==> config.mk <==
export PLATFORM = sky130hd
export DESIGN_NAME = igcd_top
export DESIGN_NICKNAME = d
export VERILOG_FILES = /design/src/rtl/igcd_pkg.sv /design/src/rtl/igcd_vec_mem.sv /design/src/rtl/igcd_req_sync.sv /design/src/rtl/igcd_top.sv
export VERILOG_INCLUDE_DIRS = /design/src /design/src/rtl
export SDC_FILE = /design/constraint.sdc
export NUM_CORES = 1
export LEC_CHECK = 0
export BUFFER_PORTS_ARGS = -buffer_cell sky130_fd_sc_hd__buf_4
export CELL_PAD_IN_SITES_DETAIL_PLACEMENT = 1
export CELL_PAD_IN_SITES_GLOBAL_PLACEMENT = 2
export CORE_ASPECT_RATIO = 0.7
export CORE_MARGIN = 2
export CORE_UTILIZATION = 37
export CTS_CLUSTER_DIAMETER = 100
export CTS_CLUSTER_SIZE = 25
export DETAILED_ROUTE_END_ITERATION = 8
export PLACE_DENSITY_LB_ADDON = 0.1
export SYNTH_ARGS = -nofsm -noshare
export SYNTH_HDL_FRONTEND = slang
export SYNTH_SLANG_ARGS = --single-unit
==> constraint.sdc <==
create_clock -name clk -period 3.6 [get_ports clk]
set_input_delay 0 -clock clk [delete_from_list [all_inputs] [get_ports clk]]
set_output_delay 0 -clock clk [all_outputs]
set_load 0.01 [all_outputs]
==> src/rtl/igcd_map.svh <==
// Command codes, field positions and reset values of the group decoder.
// Assumes it is included by bare name from files under rtl/.
// Overview of operation
// - 00011bbb clears indexed mask bit and request latch bit together
// - 00100xxx clears all mask bits so latched requests can raise
// - 00101bbb clears only the indexed mask bit
// - 00110xxx sets all mask bits; request output drops
// - 00111bbb sets only the indexed mask bit; its request drops
// - 01000xxx clears all request latch bits; request output drops
// - 01001bbb clears only the indexed request latch bit
// - 01010xxx sets all eight request latch bits
// - 01011bbb sets indexed request latch bit like a hardware request
// - 0110xxxx clears the highest-priority set in-service bit only
// - 01110xxx clears all in-service bits, removing the fence
// - 01111bbb clears indexed in-service bit; no effect if clear
// - 100xxxxx copies command bits 4..0 into mode bits 4..0
// - 1010 command loads bits 3 and 2 into mode bits 6 and 5
// - Arm code 00 keeps, 01 sets, 10 clears mode bit 7
// - 1011xxxx targets mask register for later data writes
// - 1100xxxx targets auto-clear register for later data writes
// - Preselects keep mode register; data reads keep write target
// - 111 command targets level vector memory and loads byte count
// - Level field selects request level zero to seven in binary
// - Commands come from command port writes, one port per group
// - Index field selects bit position zero to seven in binary
// - 00000000 sets mask, clears in-service, latch, auto-clear, mode
// - Group arm bit clear blocks requests without changing mask bits
`ifndef IGCD_MAP_SVH
`define IGCD_MAP_SVH
`define IGCD_CMD_RESET       8'h00
`define IGCD_OP5_CLR_BOTH1   5'h03
`define IGCD_OP5_CLR_MASK    5'h04
`define IGCD_OP5_CLR_MASK1   5'h05
`define IGCD_OP5_SET_MASK    5'h06
`define IGCD_OP5_SET_MASK1   5'h07
`define IGCD_OP5_CLR_REQ     5'h08
`define IGCD_OP5_CLR_REQ1    5'h09
`define IGCD_OP5_SET_REQ     5'h0A
`define IGCD_OP5_SET_REQ1    5'h0B
`define IGCD_OP4_CLR_TOP_IS  4'h6
`define IGCD_OP5_CLR_IS      5'h0E
`define IGCD_OP5_CLR_IS1     5'h0F
`define IGCD_OP3_MODE_LOW    3'h4
`define IGCD_OP4_MODE_HIGH   4'hA
`define IGCD_OP4_SEL_MASK    4'hB
`define IGCD_OP4_SEL_ACR     4'hC
`define IGCD_OP3_SEL_VEC     3'h7
`define IGCD_ARM_KEEP        2'h0
`define IGCD_ARM_SET         2'h1
`define IGCD_ARM_CLR         2'h2
`define IGCD_MODE_ARM_BIT    7
`define IGCD_MASK_RESET      8'hFF
`define IGCD_ZERO8           8'h00
`endif

==> src/rtl/igcd_pkg.sv <==
// Types shared by the group command decoder files.
// Assumes igcd_map.svh supplies the numeric constants.
package igcd_pkg;
   typedef enum logic [1:0] {
      IGCD_TGT_NONE = 2'b00,
      IGCD_TGT_MASK = 2'b01,
      IGCD_TGT_ACR  = 2'b10,
      IGCD_TGT_VEC  = 2'b11
   } igcd_target_t;
endpackage

==> src/rtl/igcd_vec_mem.sv <==
// Eight-entry vector byte memory with registered read data.
// Assumes writes and reads arrive on the decoder clock.
`timescale 1ns/1ps
module igcd_vec_mem (
   input  wire logic       clk,
   input  wire logic       rst_n,
   input  wire logic       wr_en,
   input  wire logic [2:0] wr_level,
   input  wire logic [7:0] wr_data,
   input  wire logic [2:0] rd_level,
   output logic      [7:0] rd_data_q
);
   logic [7:0] mem_q [0:7];

   // Memory holds no reset so software reset leaves vectors intact
   always_ff @(posedge clk) begin
      if (wr_en) begin
         mem_q[wr_level] <= wr_data;
      end
   end

   always_ff @(posedge clk or negedge rst_n) begin
      if (!rst_n) begin
         rd_data_q <= 8'h00;
      end else begin
         rd_data_q <= mem_q[rd_level];
      end
   end
endmodule

==> src/rtl/igcd_req_sync.sv <==
// Two-flop synchroniser and edge detector for the eight request pins.
// Assumes pins are asynchronous to clk.
`timescale 1ns/1ps
module igcd_req_sync (
   input  wire logic       clk,
   input  wire logic       rst_n,
   input  wire logic [7:0] req_pins,
   input  wire logic       polarity_high,
   output logic      [7:0] req_edge
);
   logic [7:0] meta_q;
   logic [7:0] sync_q;
   logic [7:0] prev_q;

   always_ff @(posedge clk or negedge rst_n) begin
      if (!rst_n) begin
         meta_q <= 8'h00;
         sync_q <= 8'h00;
         prev_q <= 8'h00;
      end else begin
         meta_q <= req_pins;
         sync_q <= meta_q;
         prev_q <= sync_q;
      end
   end

   // Only fresh transitions latch, never a standing level
   always_comb begin
      if (polarity_high) begin
         req_edge = sync_q & ~prev_q;
      end else begin
         req_edge = ~sync_q & prev_q;
      end
   end
endmodule

==> src/rtl/igcd_top.sv <==
// Command decoder of one eight-input priority interrupt group.
// Assumes the host writes command and data bytes on clk with one-cycle
// strobes; this group's command port is selected by the host's decode.
`timescale 1ns/1ps
`include "igcd_map.svh"
module igcd_top (
   input  wire logic                 clk,
   input  wire logic                 rst_n,
   input  wire logic                 cmd_wr,
   input  wire logic [7:0]           cmd_data,
   input  wire logic                 data_wr,
   input  wire logic                 data_rd,
   input  wire logic [7:0]           data_in,
   input  wire logic [7:0]           req_pins,
   output logic      [7:0]           data_out_q,
   output logic      [7:0]           mask_bits,
   output logic      [7:0]           request_latch_bits,
   output logic      [7:0]           in_service_bits,
   output logic      [7:0]           auto_clear_bits,
   output logic      [7:0]           mode_bits,
   output igcd_pkg::igcd_target_t    write_target,
   output logic      [2:0]           target_level,
   output logic      [2:0]           vector_count_of_level,
   output logic                      group_request
);
   import igcd_pkg::*;

   logic        rst_meta_q;
   logic        rst_sync_n;
   logic [7:0]  mask_q;
   logic [7:0]  irr_q;
   logic [7:0]  isr_q;
   logic [7:0]  acr_q;
   logic [7:0]  mode_q;
   igcd_target_t tgt_q;
   logic [2:0]  level_q;
   logic [1:0]  count_q [0:7];
   logic [7:0]  req_edge;
   logic [7:0]  vec_rd;
   logic [2:0]  rd_level_q;
   logic [7:0]  idx_onehot;
   logic [4:0]  op5;
   logic [3:0]  op4;
   logic [2:0]  op3;
   logic        vec_wr;

   // Plain binary index decode
   function automatic logic [7:0] onehot(input logic [2:0] idx);
      onehot = 8'h01 << idx;
   endfunction

   // Level 0 holds the highest priority
   function automatic logic [7:0] top_bit(input logic [7:0] v);
      logic [7:0] r;
      r = 8'h00;
      for (int i = 7; i >= 0; i--) begin
         if (v[i]) begin
            r = 8'h00;
            r[i] = 1'b1;
         end
      end
      top_bit = r;
   endfunction

   always_ff @(posedge clk or negedge rst_n) begin
      if (!rst_n) begin
         rst_meta_q <= 1'b0;
         rst_sync_n <= 1'b0;
      end else begin
         rst_meta_q <= 1'b1;
         rst_sync_n <= rst_meta_q;
      end
   end

   assign op5        = cmd_data[7:3];
   assign op4        = cmd_data[7:4];
   assign op3        = cmd_data[7:5];
   assign idx_onehot = onehot(cmd_data[2:0]);

   igcd_req_sync u_sync (
      .clk           (clk),
      .rst_n         (rst_sync_n),
      .req_pins      (req_pins),
      .polarity_high (mode_q[4]),
      .req_edge      (req_edge)
   );

   // Mask register
   always_ff @(posedge clk or negedge rst_sync_n) begin
      if (!rst_sync_n) begin
         mask_q <= `IGCD_MASK_RESET;
      end else if (cmd_wr) begin
         if (cmd_data == `IGCD_CMD_RESET) begin
            mask_q <= `IGCD_MASK_RESET;
         end else begin
            unique case (op5)
               `IGCD_OP5_CLR_BOTH1: mask_q <= mask_q & ~idx_onehot;
               `IGCD_OP5_CLR_MASK:  mask_q <= `IGCD_ZERO8;
               `IGCD_OP5_CLR_MASK1: mask_q <= mask_q & ~idx_onehot;
               `IGCD_OP5_SET_MASK:  mask_q <= `IGCD_MASK_RESET;
               `IGCD_OP5_SET_MASK1: mask_q <= mask_q | idx_onehot;
               default: mask_q <= mask_q;
            endcase
         end
      end else if (data_wr && tgt_q == IGCD_TGT_MASK) begin
         mask_q <= data_in;
      end
   end

   // Request latch: a pin edge in the same cycle wins over a clear
   always_ff @(posedge clk or negedge rst_sync_n) begin
      if (!rst_sync_n) begin
         irr_q <= 8'h00;
      end else if (cmd_wr) begin
         if (cmd_data == `IGCD_CMD_RESET) begin
            irr_q <= req_edge;
         end else begin
            unique case (op5)
               `IGCD_OP5_CLR_BOTH1:
                  irr_q <= (irr_q & ~idx_onehot) | req_edge;
               `IGCD_OP5_CLR_REQ:
                  irr_q <= req_edge;
               `IGCD_OP5_CLR_REQ1:
                  irr_q <= (irr_q & ~idx_onehot) | req_edge;
               `IGCD_OP5_SET_REQ:
                  irr_q <= 8'hFF;
               `IGCD_OP5_SET_REQ1:
                  irr_q <= irr_q | idx_onehot | req_edge;
               default:
                  irr_q <= irr_q | req_edge;
            endcase
         end
      end else begin
         irr_q <= irr_q | req_edge;
      end
   end

   // In-service bits are only cleared here; nothing in this design sets them
   always_ff @(posedge clk or negedge rst_sync_n) begin
      if (!rst_sync_n) begin
         isr_q <= 8'h00;
      end else if (cmd_wr) begin
         if (cmd_data == `IGCD_CMD_RESET) begin
            isr_q <= 8'h00;
         end else if (op4 == `IGCD_OP4_CLR_TOP_IS) begin
            isr_q <= isr_q & ~top_bit(isr_q);
         end else if (op5 == `IGCD_OP5_CLR_IS) begin
            isr_q <= 8'h00;
         end else if (op5 == `IGCD_OP5_CLR_IS1) begin
            isr_q <= isr_q & ~idx_onehot;
         end
      end
   end

   // Auto-clear register
   always_ff @(posedge clk or negedge rst_sync_n) begin
      if (!rst_sync_n) begin
         acr_q <= 8'h00;
      end else if (cmd_wr) begin
         if (cmd_data == `IGCD_CMD_RESET) begin
            acr_q <= 8'h00;
         end
      end else if (data_wr && tgt_q == IGCD_TGT_ACR) begin
         acr_q <= data_in;
      end
   end

   // Mode register
   always_ff @(posedge clk or negedge rst_sync_n) begin
      if (!rst_sync_n) begin
         mode_q <= 8'h00;
      end else if (cmd_wr) begin
         if (cmd_data == `IGCD_CMD_RESET) begin
            mode_q <= 8'h00;
         end else if (op3 == `IGCD_OP3_MODE_LOW) begin
            mode_q[4:0] <= cmd_data[4:0];
         end else if (op4 == `IGCD_OP4_MODE_HIGH) begin
            mode_q[6:5] <= cmd_data[3:2];
            unique case (cmd_data[1:0])
               `IGCD_ARM_SET: mode_q[`IGCD_MODE_ARM_BIT] <= 1'b1;
               `IGCD_ARM_CLR: mode_q[`IGCD_MODE_ARM_BIT] <= 1'b0;
               default:       mode_q[`IGCD_MODE_ARM_BIT] <=
                                 mode_q[`IGCD_MODE_ARM_BIT];
            endcase
         end
      end
   end

   // Write target; reads never touch it, and preselects skip mode
   always_ff @(posedge clk or negedge rst_sync_n) begin
      if (!rst_sync_n) begin
         tgt_q   <= IGCD_TGT_NONE;
         level_q <= 3'h0;
      end else if (cmd_wr) begin
         if (op4 == `IGCD_OP4_SEL_MASK) begin
            tgt_q <= IGCD_TGT_MASK;
         end else if (op4 == `IGCD_OP4_SEL_ACR) begin
            tgt_q <= IGCD_TGT_ACR;
         end else if (op3 == `IGCD_OP3_SEL_VEC) begin
            tgt_q   <= IGCD_TGT_VEC;
            level_q <= cmd_data[2:0];
         end else begin
            tgt_q <= IGCD_TGT_NONE;
         end
      end
   end

   // Byte counts survive the software reset command
   always_ff @(posedge clk or negedge rst_sync_n) begin
      if (!rst_sync_n) begin
         for (int i = 0; i < 8; i++) begin
            count_q[i] <= 2'h0;
         end
      end else if (cmd_wr && op3 == `IGCD_OP3_SEL_VEC) begin
         count_q[cmd_data[2:0]] <= cmd_data[4:3];
      end
   end

   // Host is expected to write one vector byte per preselect
   assign vec_wr = data_wr && !cmd_wr && tgt_q == IGCD_TGT_VEC;

   igcd_vec_mem u_vec (
      .clk       (clk),
      .rst_n     (rst_sync_n),
      .wr_en     (vec_wr),
      .wr_level  (level_q),
      .wr_data   (data_in),
      .rd_level  (rd_level_q),
      .rd_data_q (vec_rd)
   );

   always_ff @(posedge clk or negedge rst_sync_n) begin
      if (!rst_sync_n) begin
         rd_level_q <= 3'h0;
      end else begin
         rd_level_q <= level_q;
      end
   end

   // Data port read picks a register by the readback select bits
   always_ff @(posedge clk or negedge rst_sync_n) begin
      if (!rst_sync_n) begin
         data_out_q <= 8'h00;
      end else if (data_rd) begin
         unique case (mode_q[6:5])
            2'h0: data_out_q <= irr_q;
            2'h1: data_out_q <= isr_q;
            2'h2: data_out_q <= mask_q;
            2'h3: data_out_q <= acr_q;
         endcase
      end
   end

   // Disarmed group latches but raises nothing; mask bits kept
   assign group_request = mode_q[`IGCD_MODE_ARM_BIT] &&
                          |(irr_q & ~mask_q);

   assign mask_bits             = mask_q;
   assign request_latch_bits    = irr_q;
   assign in_service_bits       = isr_q;
   assign auto_clear_bits       = acr_q;
   assign mode_bits             = mode_q;
   assign write_target          = tgt_q;
   assign target_level          = level_q;
   assign vector_count_of_level = {1'b0, count_q[level_q]} + 3'h1;
endmodule

# Yosys cells after proc, flatten, opt, wreduce, memory -nomap -nowiden
# Index checks and enable logic that the tools add are counted.
# op_classes
n_addsub	1
n_lt_le_gt_ge	3
eq_ne	27
shifts	1
n_mux	41
bitwise	21
reduce_logical	23
# op_table
operator	count
8-bit 2-to-1 mux	25
8-bit one-hot mux with 4 select lines	3
8-bit AND	7
8-bit NOT	5
8-bit OR	5
5-bit by 4-bit == test with 1-bit output (second input constant)	6
5-bit by 3-bit == test with 1-bit output (second input constant)	4
16-bit bitwise mux	1
4-bit == test (second input constant)	3
2-bit 2-to-1 mux	6
2-bit == test (second input constant)	4
4-bit >= comparator (second input constant)	2
8-bit zero test	1
3-bit NOT with 4-bit output	2
2-bit AND reduction	4
4-bit AND reduction	2
2-bit nonzero test	4
8-bit OR reduction	1
1-bit by 3-bit << shifter with 8-bit output (first input constant)	1
2-bit binary-select mux with 3-bit select	1
2-bit demux with 3-bit select	1
2-bit by 1-bit == test with 1-bit output (second input constant)	3
3-bit == test (second input constant)	2
3-bit 2-to-1 mux	2
other kinds (16)	22
# totals
regBits	95
in_bits	29
output_inout_bits	57
wordCells	140

# Depth between registers and ports, before layout
# Gate-level depths: netlist of the first run.
# logic_depth
ltp_word	15
depth_mapped	6
ltp_nobuf	4

# Hierarchy
# From an unflattened synthesis of the first run, not the netlist that was laid out.
# unflattened
hier_cells	448
hier_area_um2	4882.2
# by_module_without_submodules
module	n_inst	cells_per_inst	area_per_inst_um2	seq_area_each_um2
igcd_top	1	399	4112.7	1786.7
igcd_req_sync	1	49	769.5	600.6

# Least setup slack after synthesis of the first run
# Ideal clock, no wire load.
# synth_path
path_kind	reg2out
start	register level_q[0], in the netlist target_level[0]
end	output port vector_count_of_level[1]
arrival_ps	1851
required_time_ps	3600
slack_ps	1749
stages_incl_launch_ff	6
n_path_buf	1
path_cell_list	dfrtp_1 -> clkbuf_1 -> mux4_2 -> mux2i_1 -> inv_1 -> ha_1
# synth_via
elab_chain_len	5
# synth_rtl
item	line_no	rtl
start: declaration	igcd_top.sv:36	logic [2:0] level_q;
start signal: assignment	igcd_top.sv:201	level_q <= cmd_data[2:0];
3-bit NOT with 4-bit output (implied by the code)	igcd_top.sv:265	assign vector_count_of_level = {1'b0, count_q[level_q]} + 3'h1;
2-bit binary-select mux with 3-bit select	igcd_top.sv:265	
2-bit 2-to-1 mux (implied by the code) (2 in a row)	igcd_top.sv:265	
2-bit by 1-bit adder with 3-bit output	igcd_top.sv:265	
end: declaration	igcd_top.sv:23	output logic [2:0] vector_count_of_level,
# No other way between the ends. The select of a mux whose other input is x is not followed.

# Worst setup path in the final report of the first run
# Same ends and word-level chain as after synthesis.

==> results of run 1 <==
## power groups by stage
stage / Combinational (mW) / Clock, mW / Sequential (mW)
finish: 0.788 / 1.03 / 1.47
global route: 0.855 / 1.10 / 1.51
CTS: 0.794 / 1.06 / 1.48
detailed placement: 0.776 / 0 / 1.50
global placement: 0.762 / 0 / 1.49
floorplan: 0.445 / 0 / 1.45
## worst min-delay path: stages
cell       delay, ns
buf_4           0.17
nand3_1         0.08
o2bb2ai_1       0.06
## worst max path at each step
stage / from / slack [ns] / cells after the start / to
after floorplan: rst_sync_n$_DFF_PN0_ / 0.77 / 0 / auto_clear_bits[0]$_DFFE_PN0P_
after global placement: target_level[0]$_DFFE_PN0P_ / 1.81 / 5 / vector_count_of_level[1]
after detailed placement: target_level[0]$_DFFE_PN0P_ / 1.77 / 5 / vector_count_of_level[1]
after CTS: target_level[0]$_DFFE_PN0P_ / 1.39 / 5 / vector_count_of_level[1]
after global routing: target_level[0]$_DFFE_PN0P_ / 1.31 / 5 / vector_count_of_level[1]
final: target_level[0]$_DFFE_PN0P_ / 1.44 / 5 / vector_count_of_level[1]
## final cells by class
type	instances	area (sq um)	area share, %
clock inverters	6	91.34	1.518
repair buffers	107	853.3	14.18
well taps	166	207.7	3.451
multi-input cells	282	2193	36.44
clock buffers	10	229.0	3.805
flip-flops and latches	95	2391	39.73
inverters	14	52.55	0.8732
## placed cells by master, fill, tap and decap left out, drive strengths merged, types with 4 or more instances in the layout
master	n
a2111oi	4
a211oi	4
a21o	7
a21oi	25
a22o	9
a2bb2oi	7
buf	87
clkbuf	10
dfrtp	87
dfstp	8
dlygate4sd3	20
inv	16
mux2	33
mux4	12
nand2	21
nand2b	5
nand3	5
nand3b	6
nor2	35
nor2b	4
nor3	8
nor3b	6
o2111ai	4
o21a	6
o21ai	19
o22ai	4
## cells in the mapped netlist (all sizes together), types with 2 or more instances
master   number  area [sq um]
dfrtp        87          2177
nor2         35         131.4
mux2         33         386.6
a21oi        25         125.1
nand2        21         78.83
o21ai        19         95.09
clkbuf       15         118.9
buf          14         113.9
inv          14         52.55
mux4         12         270.3
a22o          9         80.08
dfstp         8         210.2
nor3          8         50.05
a21o          7         53.80
a2bb2oi       7         61.31
nand3b        6         57.56
nor3b         6         50.05
o21a          6         45.04
nand2b        5         31.28
nand3         5         25.02
a2111oi       4         35.03
a211oi        4         30.03
nor2b         4         25.02
o2111ai       4         35.03
o22ai         4         25.02
a21boi        3         22.52
a221oi        3         26.28
and2          3         18.77
nand4         3         18.77
nor4          3         18.77
o41ai         3         52.56
or3b          3         26.28
a32o          2         20.02
and3          2         12.51
o21bai        2         15.01
o22a          2         17.52
o2bb2ai       2         17.52
o31ai         2         15.01
or2           2         12.52
or3           2         12.51
or4           2         15.01
## routing by layer
metal | GRT usage [%] | routed length, microns
met5 | 0 | 0
met1 | 32.74 | 7364
met4 | 3.615 | 71
met3 | 4.103 | 775
met2 | 33.57 | 6476
## kinds of logic (layout without fill, tap and decap cells)
logic type	Yosys count	count (layout)	synth area share [%]
multiplexers	46	46	13.68
AND/OR/NAND/NOR	116	116	13.19
flip-flops	95	95	48.97
XOR/XNOR	1	1	0.1797
other	1	1	0.07693
AO/OA/AOI/OAI	116	116	17.40
adder cells (fa/ha/maj)	2	2	0.4620
buffers and inverters	44	137	6.032
## repair_timing
action / CTS / global route
setup endpoints to repair: 0 / 0
endpoints found under the hold margin: 27 / 0
hold buffers: 20 / 0
==> results.txt, run 1 <==
The flow ran to the end, and the final reports show no timing, DRC or antenna violations. For this run, the detailed router's first-pass iteration total came to 4. The peak fanout along the critical path is 6. The number of buffers created by CTS is 9. The total wire length came out at 14.69 mm. The worst flop-to-flop path startpoint is in_service_bits[0]$_DFFE_PN0P_. Among all flip-flop cells after synthesis, the most frequent one is dfrtp_1.

The total routing resource utilization after global routing came out at 21.80%. The relative area change from synthesis to final layout is 23.46%. The via count of the first global-routing pass is 3933.

The core region is 0.01301 sq mm. The count of buffers added on input and output ports is 85. The final cell area excluding filler cells is 0.006018 sq mm. The relative contribution of combinational cells to total power came out at 23.9%.

Internal power comes to 2.333 mW. The total overflow left after global routing is 0. The number of distinct library cell variants in the gate-level netlist after synthesis came out at 76.

The share of synthesized registers carrying an async set or reset is 100.0%. The worst hold path passes through 3 cells. The total number of nets in the final design came out at 539. STA classifies the critical path endpoint as an output pin. The number of cells upsized or downsized after cts came out at 0. The detail-routed net length per standard cell is 21.60 microns. Setup repair after global routing left no endpoint under its margin. The routability-driven placement congestion ratio is 0.8039. Net switching is 29.19% of the power. The relative max-transition margin is 33.78%. The register clock-pin slew on the reported worst setup and hold paths is 0.07 ns.

The final-report hold violation count was 0. The critical path contains buffers and inverters numbering 2 combined. The number of antenna diodes in the final layout is 0. The cell area power density is 547.4 mW/mm^2. The initial antenna violation count is 0.

Measured in cells, the most critical reg-to-reg path has a length of 4. The CTS tree is done. The end of the worst register-to-register path is in_service_bits[7]$_DFFE_PN0P_. The fraction of the cycle the final worst path needs came out at 60.10%. The die area is 0.01412 sq mm. The floorplan step set the die width to 141.2 microns. For this design the static power due to leakage is 2.688 nW.

Sequential elements use 48.97% of the synthesized area. The wire-length estimate of the detail-placed layout is 10.70 mm. The number of fill cells in the layout came out at 1375. The placement-stage cell area came out at 0.005498 sq mm. The gate count after technology mapping is 421. The kind of cell adding the most delay to the critical path is multiplexers.

Across the run, the number of max-cap violations was 0. The number of placed cells counting well taps is 644. The height of the die is 100.0 microns. Once the floorplan was initialized, standard cells occupied 37.48% of the core.

The worst register-to-register path has a setup slack of 1.79 ns. The total setup buffers inserted after CTS came out at 0. The post-route worst hold slack came out at 0.02275 ns. Setup slack closes at 1.436 ns.

The worst clock skew is 0.006768 ns. The post-detailed-route count of antenna-violating nets came out at 0. The clock network fraction of total power is 31.3%. The critical path data required time came out at 3.60 ns. The via density per instance came out at 5.518.

The slowest stage of the critical path belongs to the cell mux4_2. The fraction of layout instances using a drive strength above 1 is 32.88%. The number of levels the H-tree was split into came out at 3. The longest clock path from root to sink contains 2 buffers. When the netlist entered floorplanning its net count stood at 451. The flip-flop count of the largest register after layout came out at 16. The number of enable flip-flop cells after synthesis is 0. The global-route wire length before repair is 23.47 mm. Data arrives at the worst endpoint at 2.16 ns. The share of power burned in registers came out at 44.8%. The final max-slew violation count came out at 0. The final routed DRC violation total is 0. The clock period minus worst slack is 2.164 ns.

Setup violations remaining at the end of the flow were counted as 0. The worst setup path is launched from a register. The core occupancy in the finished layout came out at 46.27%.

For this run, the slowest stage of the critical path takes 0.56 ns. The tree is rooted in a clkbuf_16. The completed layout was analyzed and its total power is 3.295 mW. The mapped netlist covers 0.004875 sq mm. The startpoint identified for the worst hold timing path is cmd_data[6]. The pre-CTS setup slack came out at 1.772 ns. Counting flops per register, the top entry is count_q.

The total number of yosys warnings came out at 0. By startpoint and endpoint, the worst setup path is classified as register to output pin. VDD sags by at most 231.4 uV. The worst hold path belongs to the class input pin to register.

The mean instance size in the synthesized netlist came out at 11.58 sq um. The register bit count reported by yosys came out at 95. The violation count after the first detailed-routing iteration came out at 143.

The critical path goes through mux4_2 > mux2i_1 > inv_1 > ha_1 > buf_4. The number of standard cells in the final layout excluding fillers came out at 680. The total negative setup slack came out at 0 ns. The transition at the pin with the smallest max-transition slack is 0.9933 ns. The peak clock frequency supported by timing is 462.2 MHz. The placement row count came out at 35. The endpoint of the worst hold-timing path is write_target[1]$_DFFE_PN0P_. The net switching power of the design came out at 0.9615 mW. The count of vias placed by the detailed router came out at 3752. The clock insertion delay at the later pin of the skew report is 0.34 ns. The maximum number of pins on one net before global-route repair is 77.

Pin placement for this block handled 86 I/O pins. The clock sink count came out at 95.
No activity file was read; power rests on OpenSTA's default activity.
==> run 2, diff against run 1 <==
--- a/config.mk
+++ b/config.mk
@@ -6,12 +6,13 @@
 export SDC_FILE = /design/constraint.sdc
 export NUM_CORES = 1
 export LEC_CHECK = 0
+export ABC_AREA = 1
 export BUFFER_PORTS_ARGS = -buffer_cell sky130_fd_sc_hd__buf_4
 export CELL_PAD_IN_SITES_DETAIL_PLACEMENT = 1
 export CELL_PAD_IN_SITES_GLOBAL_PLACEMENT = 2
 export CORE_ASPECT_RATIO = 0.7
 export CORE_MARGIN = 2
-export CORE_UTILIZATION = 37
+export CORE_UTILIZATION = 29
 export CTS_CLUSTER_DIAMETER = 100
 export CTS_CLUSTER_SIZE = 25
 export DETAILED_ROUTE_END_ITERATION = 8
==> constraint.sdc (replaced) <==
create_clock -name clk -period 1.8 [get_ports clk]
set_input_delay 0 -clock clk [delete_from_list [all_inputs] [get_ports clk]]
set_output_delay 0 -clock clk [all_outputs]
set_load 0.01 [all_outputs]
==> results.txt, run 2 <==
The routability-driven placement congestion ratio is 0.8810. The peak fanout along the critical path came out at 5. The initial antenna violation count came out at 0. The top-area cell type share of the netlist area is 44.89%. After detailed routing, the average wire length per cell comes to 18.24 microns.

The critical path class is register to output pin. The worst clock skew is 0.007268 ns. The mean instance size in the synthesized netlist is 7.722 sq um. The clock root buffer is clkbuf_16. count_q holds more flip-flops than any other register.

After technology mapping, the gate count stands at 628. The leakage power summed over all cells came out at 3.216 nW. The peak clock frequency supported by timing came out at 554.2 MHz. Global routing finished with a remaining overflow of 0. The via count of the first global-routing pass is 4871. The final-report setup violation count is 1. Wire segments on met2 add up to 7.654 mm in the final route. The die area came out at 0.01779 sq mm.

The antenna diode instance count came out at 0. The worst setup path is launched from a register. The placeable core area came out at 0.01635 sq mm.

The wire length the detailed router placed on met1 is 9.131 mm. The maximum vdd ir drop is 460.3 uV. The clock sink count is 95. The number of levels the H-tree was split into came out at 3. Broken down by cell family, the worst path's largest delay share belongs to compound AO/OA/AOI/OAI gates. The synthesized netlist contains 37 unique library cells. The floorplan has 39 rows. The clock insertion delay at the later pin of the skew report is 0.36 ns. Relative to the synthesized area, the layout overhead comes to 33.64%. For this run, the leading register cell type out of synthesis is dfrtp_1.

The most frequent standard cell in the layout excluding fill and tap cells is nand2_1. The total number of nets in the final design came out at 776. The die width came out at 158.6 microns. 86 I/O pins were placed. The initial cell density of the core came out at 29.67%. The critical path data required time came out at 1.80 ns. The layout has 1973 filler cells.

In the layout the commonest cells are nand2_1, buf_4, dfrtp_1. The register clock-pin slew on the reported worst setup and hold paths came out at 0.07 ns. The post-detailed-route count of antenna-violating nets came out at 0.

The fraction of the cycle the final worst path needs came out at 100.2%. The total routing resource utilization after global routing came out at 20.77%. The relative max-transition margin is 52.56%.

The number of buffers created by CTS came out at 9. The fraction of layout instances using a drive strength above 1 came out at 20.77%. Summed over all nets, the half-perimeter wirelength after detailed placement is 13.40 mm. The final worst-path setup slack is -0.004469 ns.

Together, buffers and inverters on the worst path number 1. The routed layout has 4730 vias. After synthesis, the cell types taking the most area are dfrtp_1, nand2_1, o21ai_0. The total number of yosys warnings came out at 0. The number of enable flip-flop cells after synthesis came out at 0. Walking the worst path, the cells encountered are o21ai_1 > o32ai_4 > nand2_1 > o21ai_1 > ha_1 > buf_6. The post-synthesis instance area came out at 0.004850 sq mm. The flow ran to the end, but the final reports show violations. Using the TritonRoute via totals, the vias-per-cell ratio works out to 4.846. OpenSTA, run right after detailed placement, puts the worst setup slack at 0.1706 ns.

The uppermost signal routing layer after detailed routing is met4. The global-route wire length before repair came out at 27.81 mm. Of all cell types, the one taking the most synthesized area is dfrtp_1. The height of the die is 112.2 microns.

In this run, synthesis produced a sequential element count of 95. The cell repeated most along the worst path is o21ai_1. The endpoint arrival time on the critical path came out at 1.80 ns. The maximum number of pins on one net before global-route repair came out at 94.

The worst min-delay path category is input pin to register. The delay of the slowest critical-path stage is 0.46 ns. The transition at the pin with the smallest max-transition slack is 0.7074 ns. After detailed routing, the number of remaining DRC violations is 0. Port buffering added 85 buffers. The number of nets produced by synthesis came out at 658. The most common cell in the synthesized netlist is nand2_1. The cell area power density is 1096 mW/mm^2. Sequential elements use 49.23% of the synthesized area.

The first-pass iteration count of the detailed router is 5. The worst-path cell with the longest stage delay is dfrtp_2. The share of synthesized registers carrying an async set or reset is 100.0%. For the finished layout, the period the worst path requires is 1.804 ns.

The checks that failed: setup timing. The flip-flop count of the largest register after layout came out at 16. The largest buffer count on any clock path came out at 2. The violation count after the first detailed-routing iteration came out at 239. The total wire length is 17.80 mm. Setup repair after global routing could not meet its margin everywhere. The CTS tree is done. Detailed routing placed a total of 846 microns of wire on met3. The tool flagged a number of max-cap violations equal to 0. The commonest cells after synthesis are nand2_1, dfrtp_1, inv_1.

The endpoint kind of the worst setup timing path is an output pin. The final max-slew violation count is 0. The post-route worst hold slack is 0.009530 ns. The final-report hold violation count came out at 0.
==> run 2: power breakdown <==
group / switching [mW] / leakage, nW / internal [mW]
registers: 0.333 / 1.13 / 2.47
logic: 1.08 / 1.91 / 0.817
clock network: 0.900 / 0.180 / 1.51
==> run 2: per-layer routing <==
metal | up-vias | global-route usage, %
li1 | 2286 | -
met1 | 2340 | 31.90
met2 | 92 | 30.19
met3 | 12 | 3.745
met4 | 0 | 4.865
met5 | - | 0
==> run 2: logic make-up after synthesis <==
group | synth area share (%)
AND/OR/NAND/NOR | 25.49
AO/OA/AOI/OAI | 16.80
flip-flops | 49.23
buffers and inverters | 7.946
multiplexers | 0.2064
adder cells (fa/ha/maj) | 0.2580
other | 0.07733
==> run 2: worst paths after layout <==
kind	startpoint	endpoint	slack (ns)	depth (start not counted)
worst max register to register	mode_bits[4]$_DFFE_PN0P_	request_latch_bits[3]$_DFF_PN0_	0.22	8
min in group asynchronous	rst_sync_n$_DFF_PN0_	target_level[2]$_DFFE_PN0P_	0.36	1
worst max-delay path	target_level[0]$_DFFE_PN0P_	vector_count_of_level[1]	-0.004	6
max in group asynchronous	rst_sync_n$_DFF_PN0_	mask_bits[2]$_DFFE_PN1P_	0.99	1
worst min-delay path	cmd_data[5]	write_target[0]$_DFFE_PN0P_	0.01	3
worst min register to register	u_sync.meta_q[7]$_DFF_PN0_	u_sync.sync_q[7]$_DFF_PN0_	0.35	0
==> run 2: repair_timing <==
item	in CTS	in global routing
buffers inserted	3	1
pin swaps	0	3
resized for setup	8	21
endpoints found under the hold margin	31	0
cloned	0	0
hold buffers	24	0
endpoints found under the setup margin	2	7
==> run 2: area by class of cell <==
cell class / count / area [sq um] / share of cell area (%)
inverter: 77 / 292.8 / 4.517
tap: 225 / 281.5 / 4.344
clock buffer: 9 / 225.2 / 3.475
sequential: 95 / 2394 / 36.93
timing repair buffer: 124 / 1011 / 15.60
multi-input combinational: 439 / 2135 / 32.93
clock inverter: 7 / 142.6 / 2.201
==> run 2: worst register-to-register path, delay by kind of cell (launching register included) <==
family | cells | cell delay, ns
AO/OA/AOI/OAI | 1 | 0.13
buffers and inverters | 2 | 0.37
flip-flops | 1 | 0.52
AND/OR/NAND/NOR | 5 | 0.46
==> run 2: metrics by stage <==
stage                     cells  instance area [sq um]  utilization, %  setup TNS, ns  total power [mW]
final                       976                   6481           39.65      -0.004469             7.104
after global routing        976                   6481           39.65        -0.1134             7.484
after CTS                   975                   6414           39.23              0             7.086
after detailed placement    932                   5773           35.32              0             4.572
after global placement      932                   5773           35.32              0             4.535
after floorplan             628                   4851               -              0             3.668
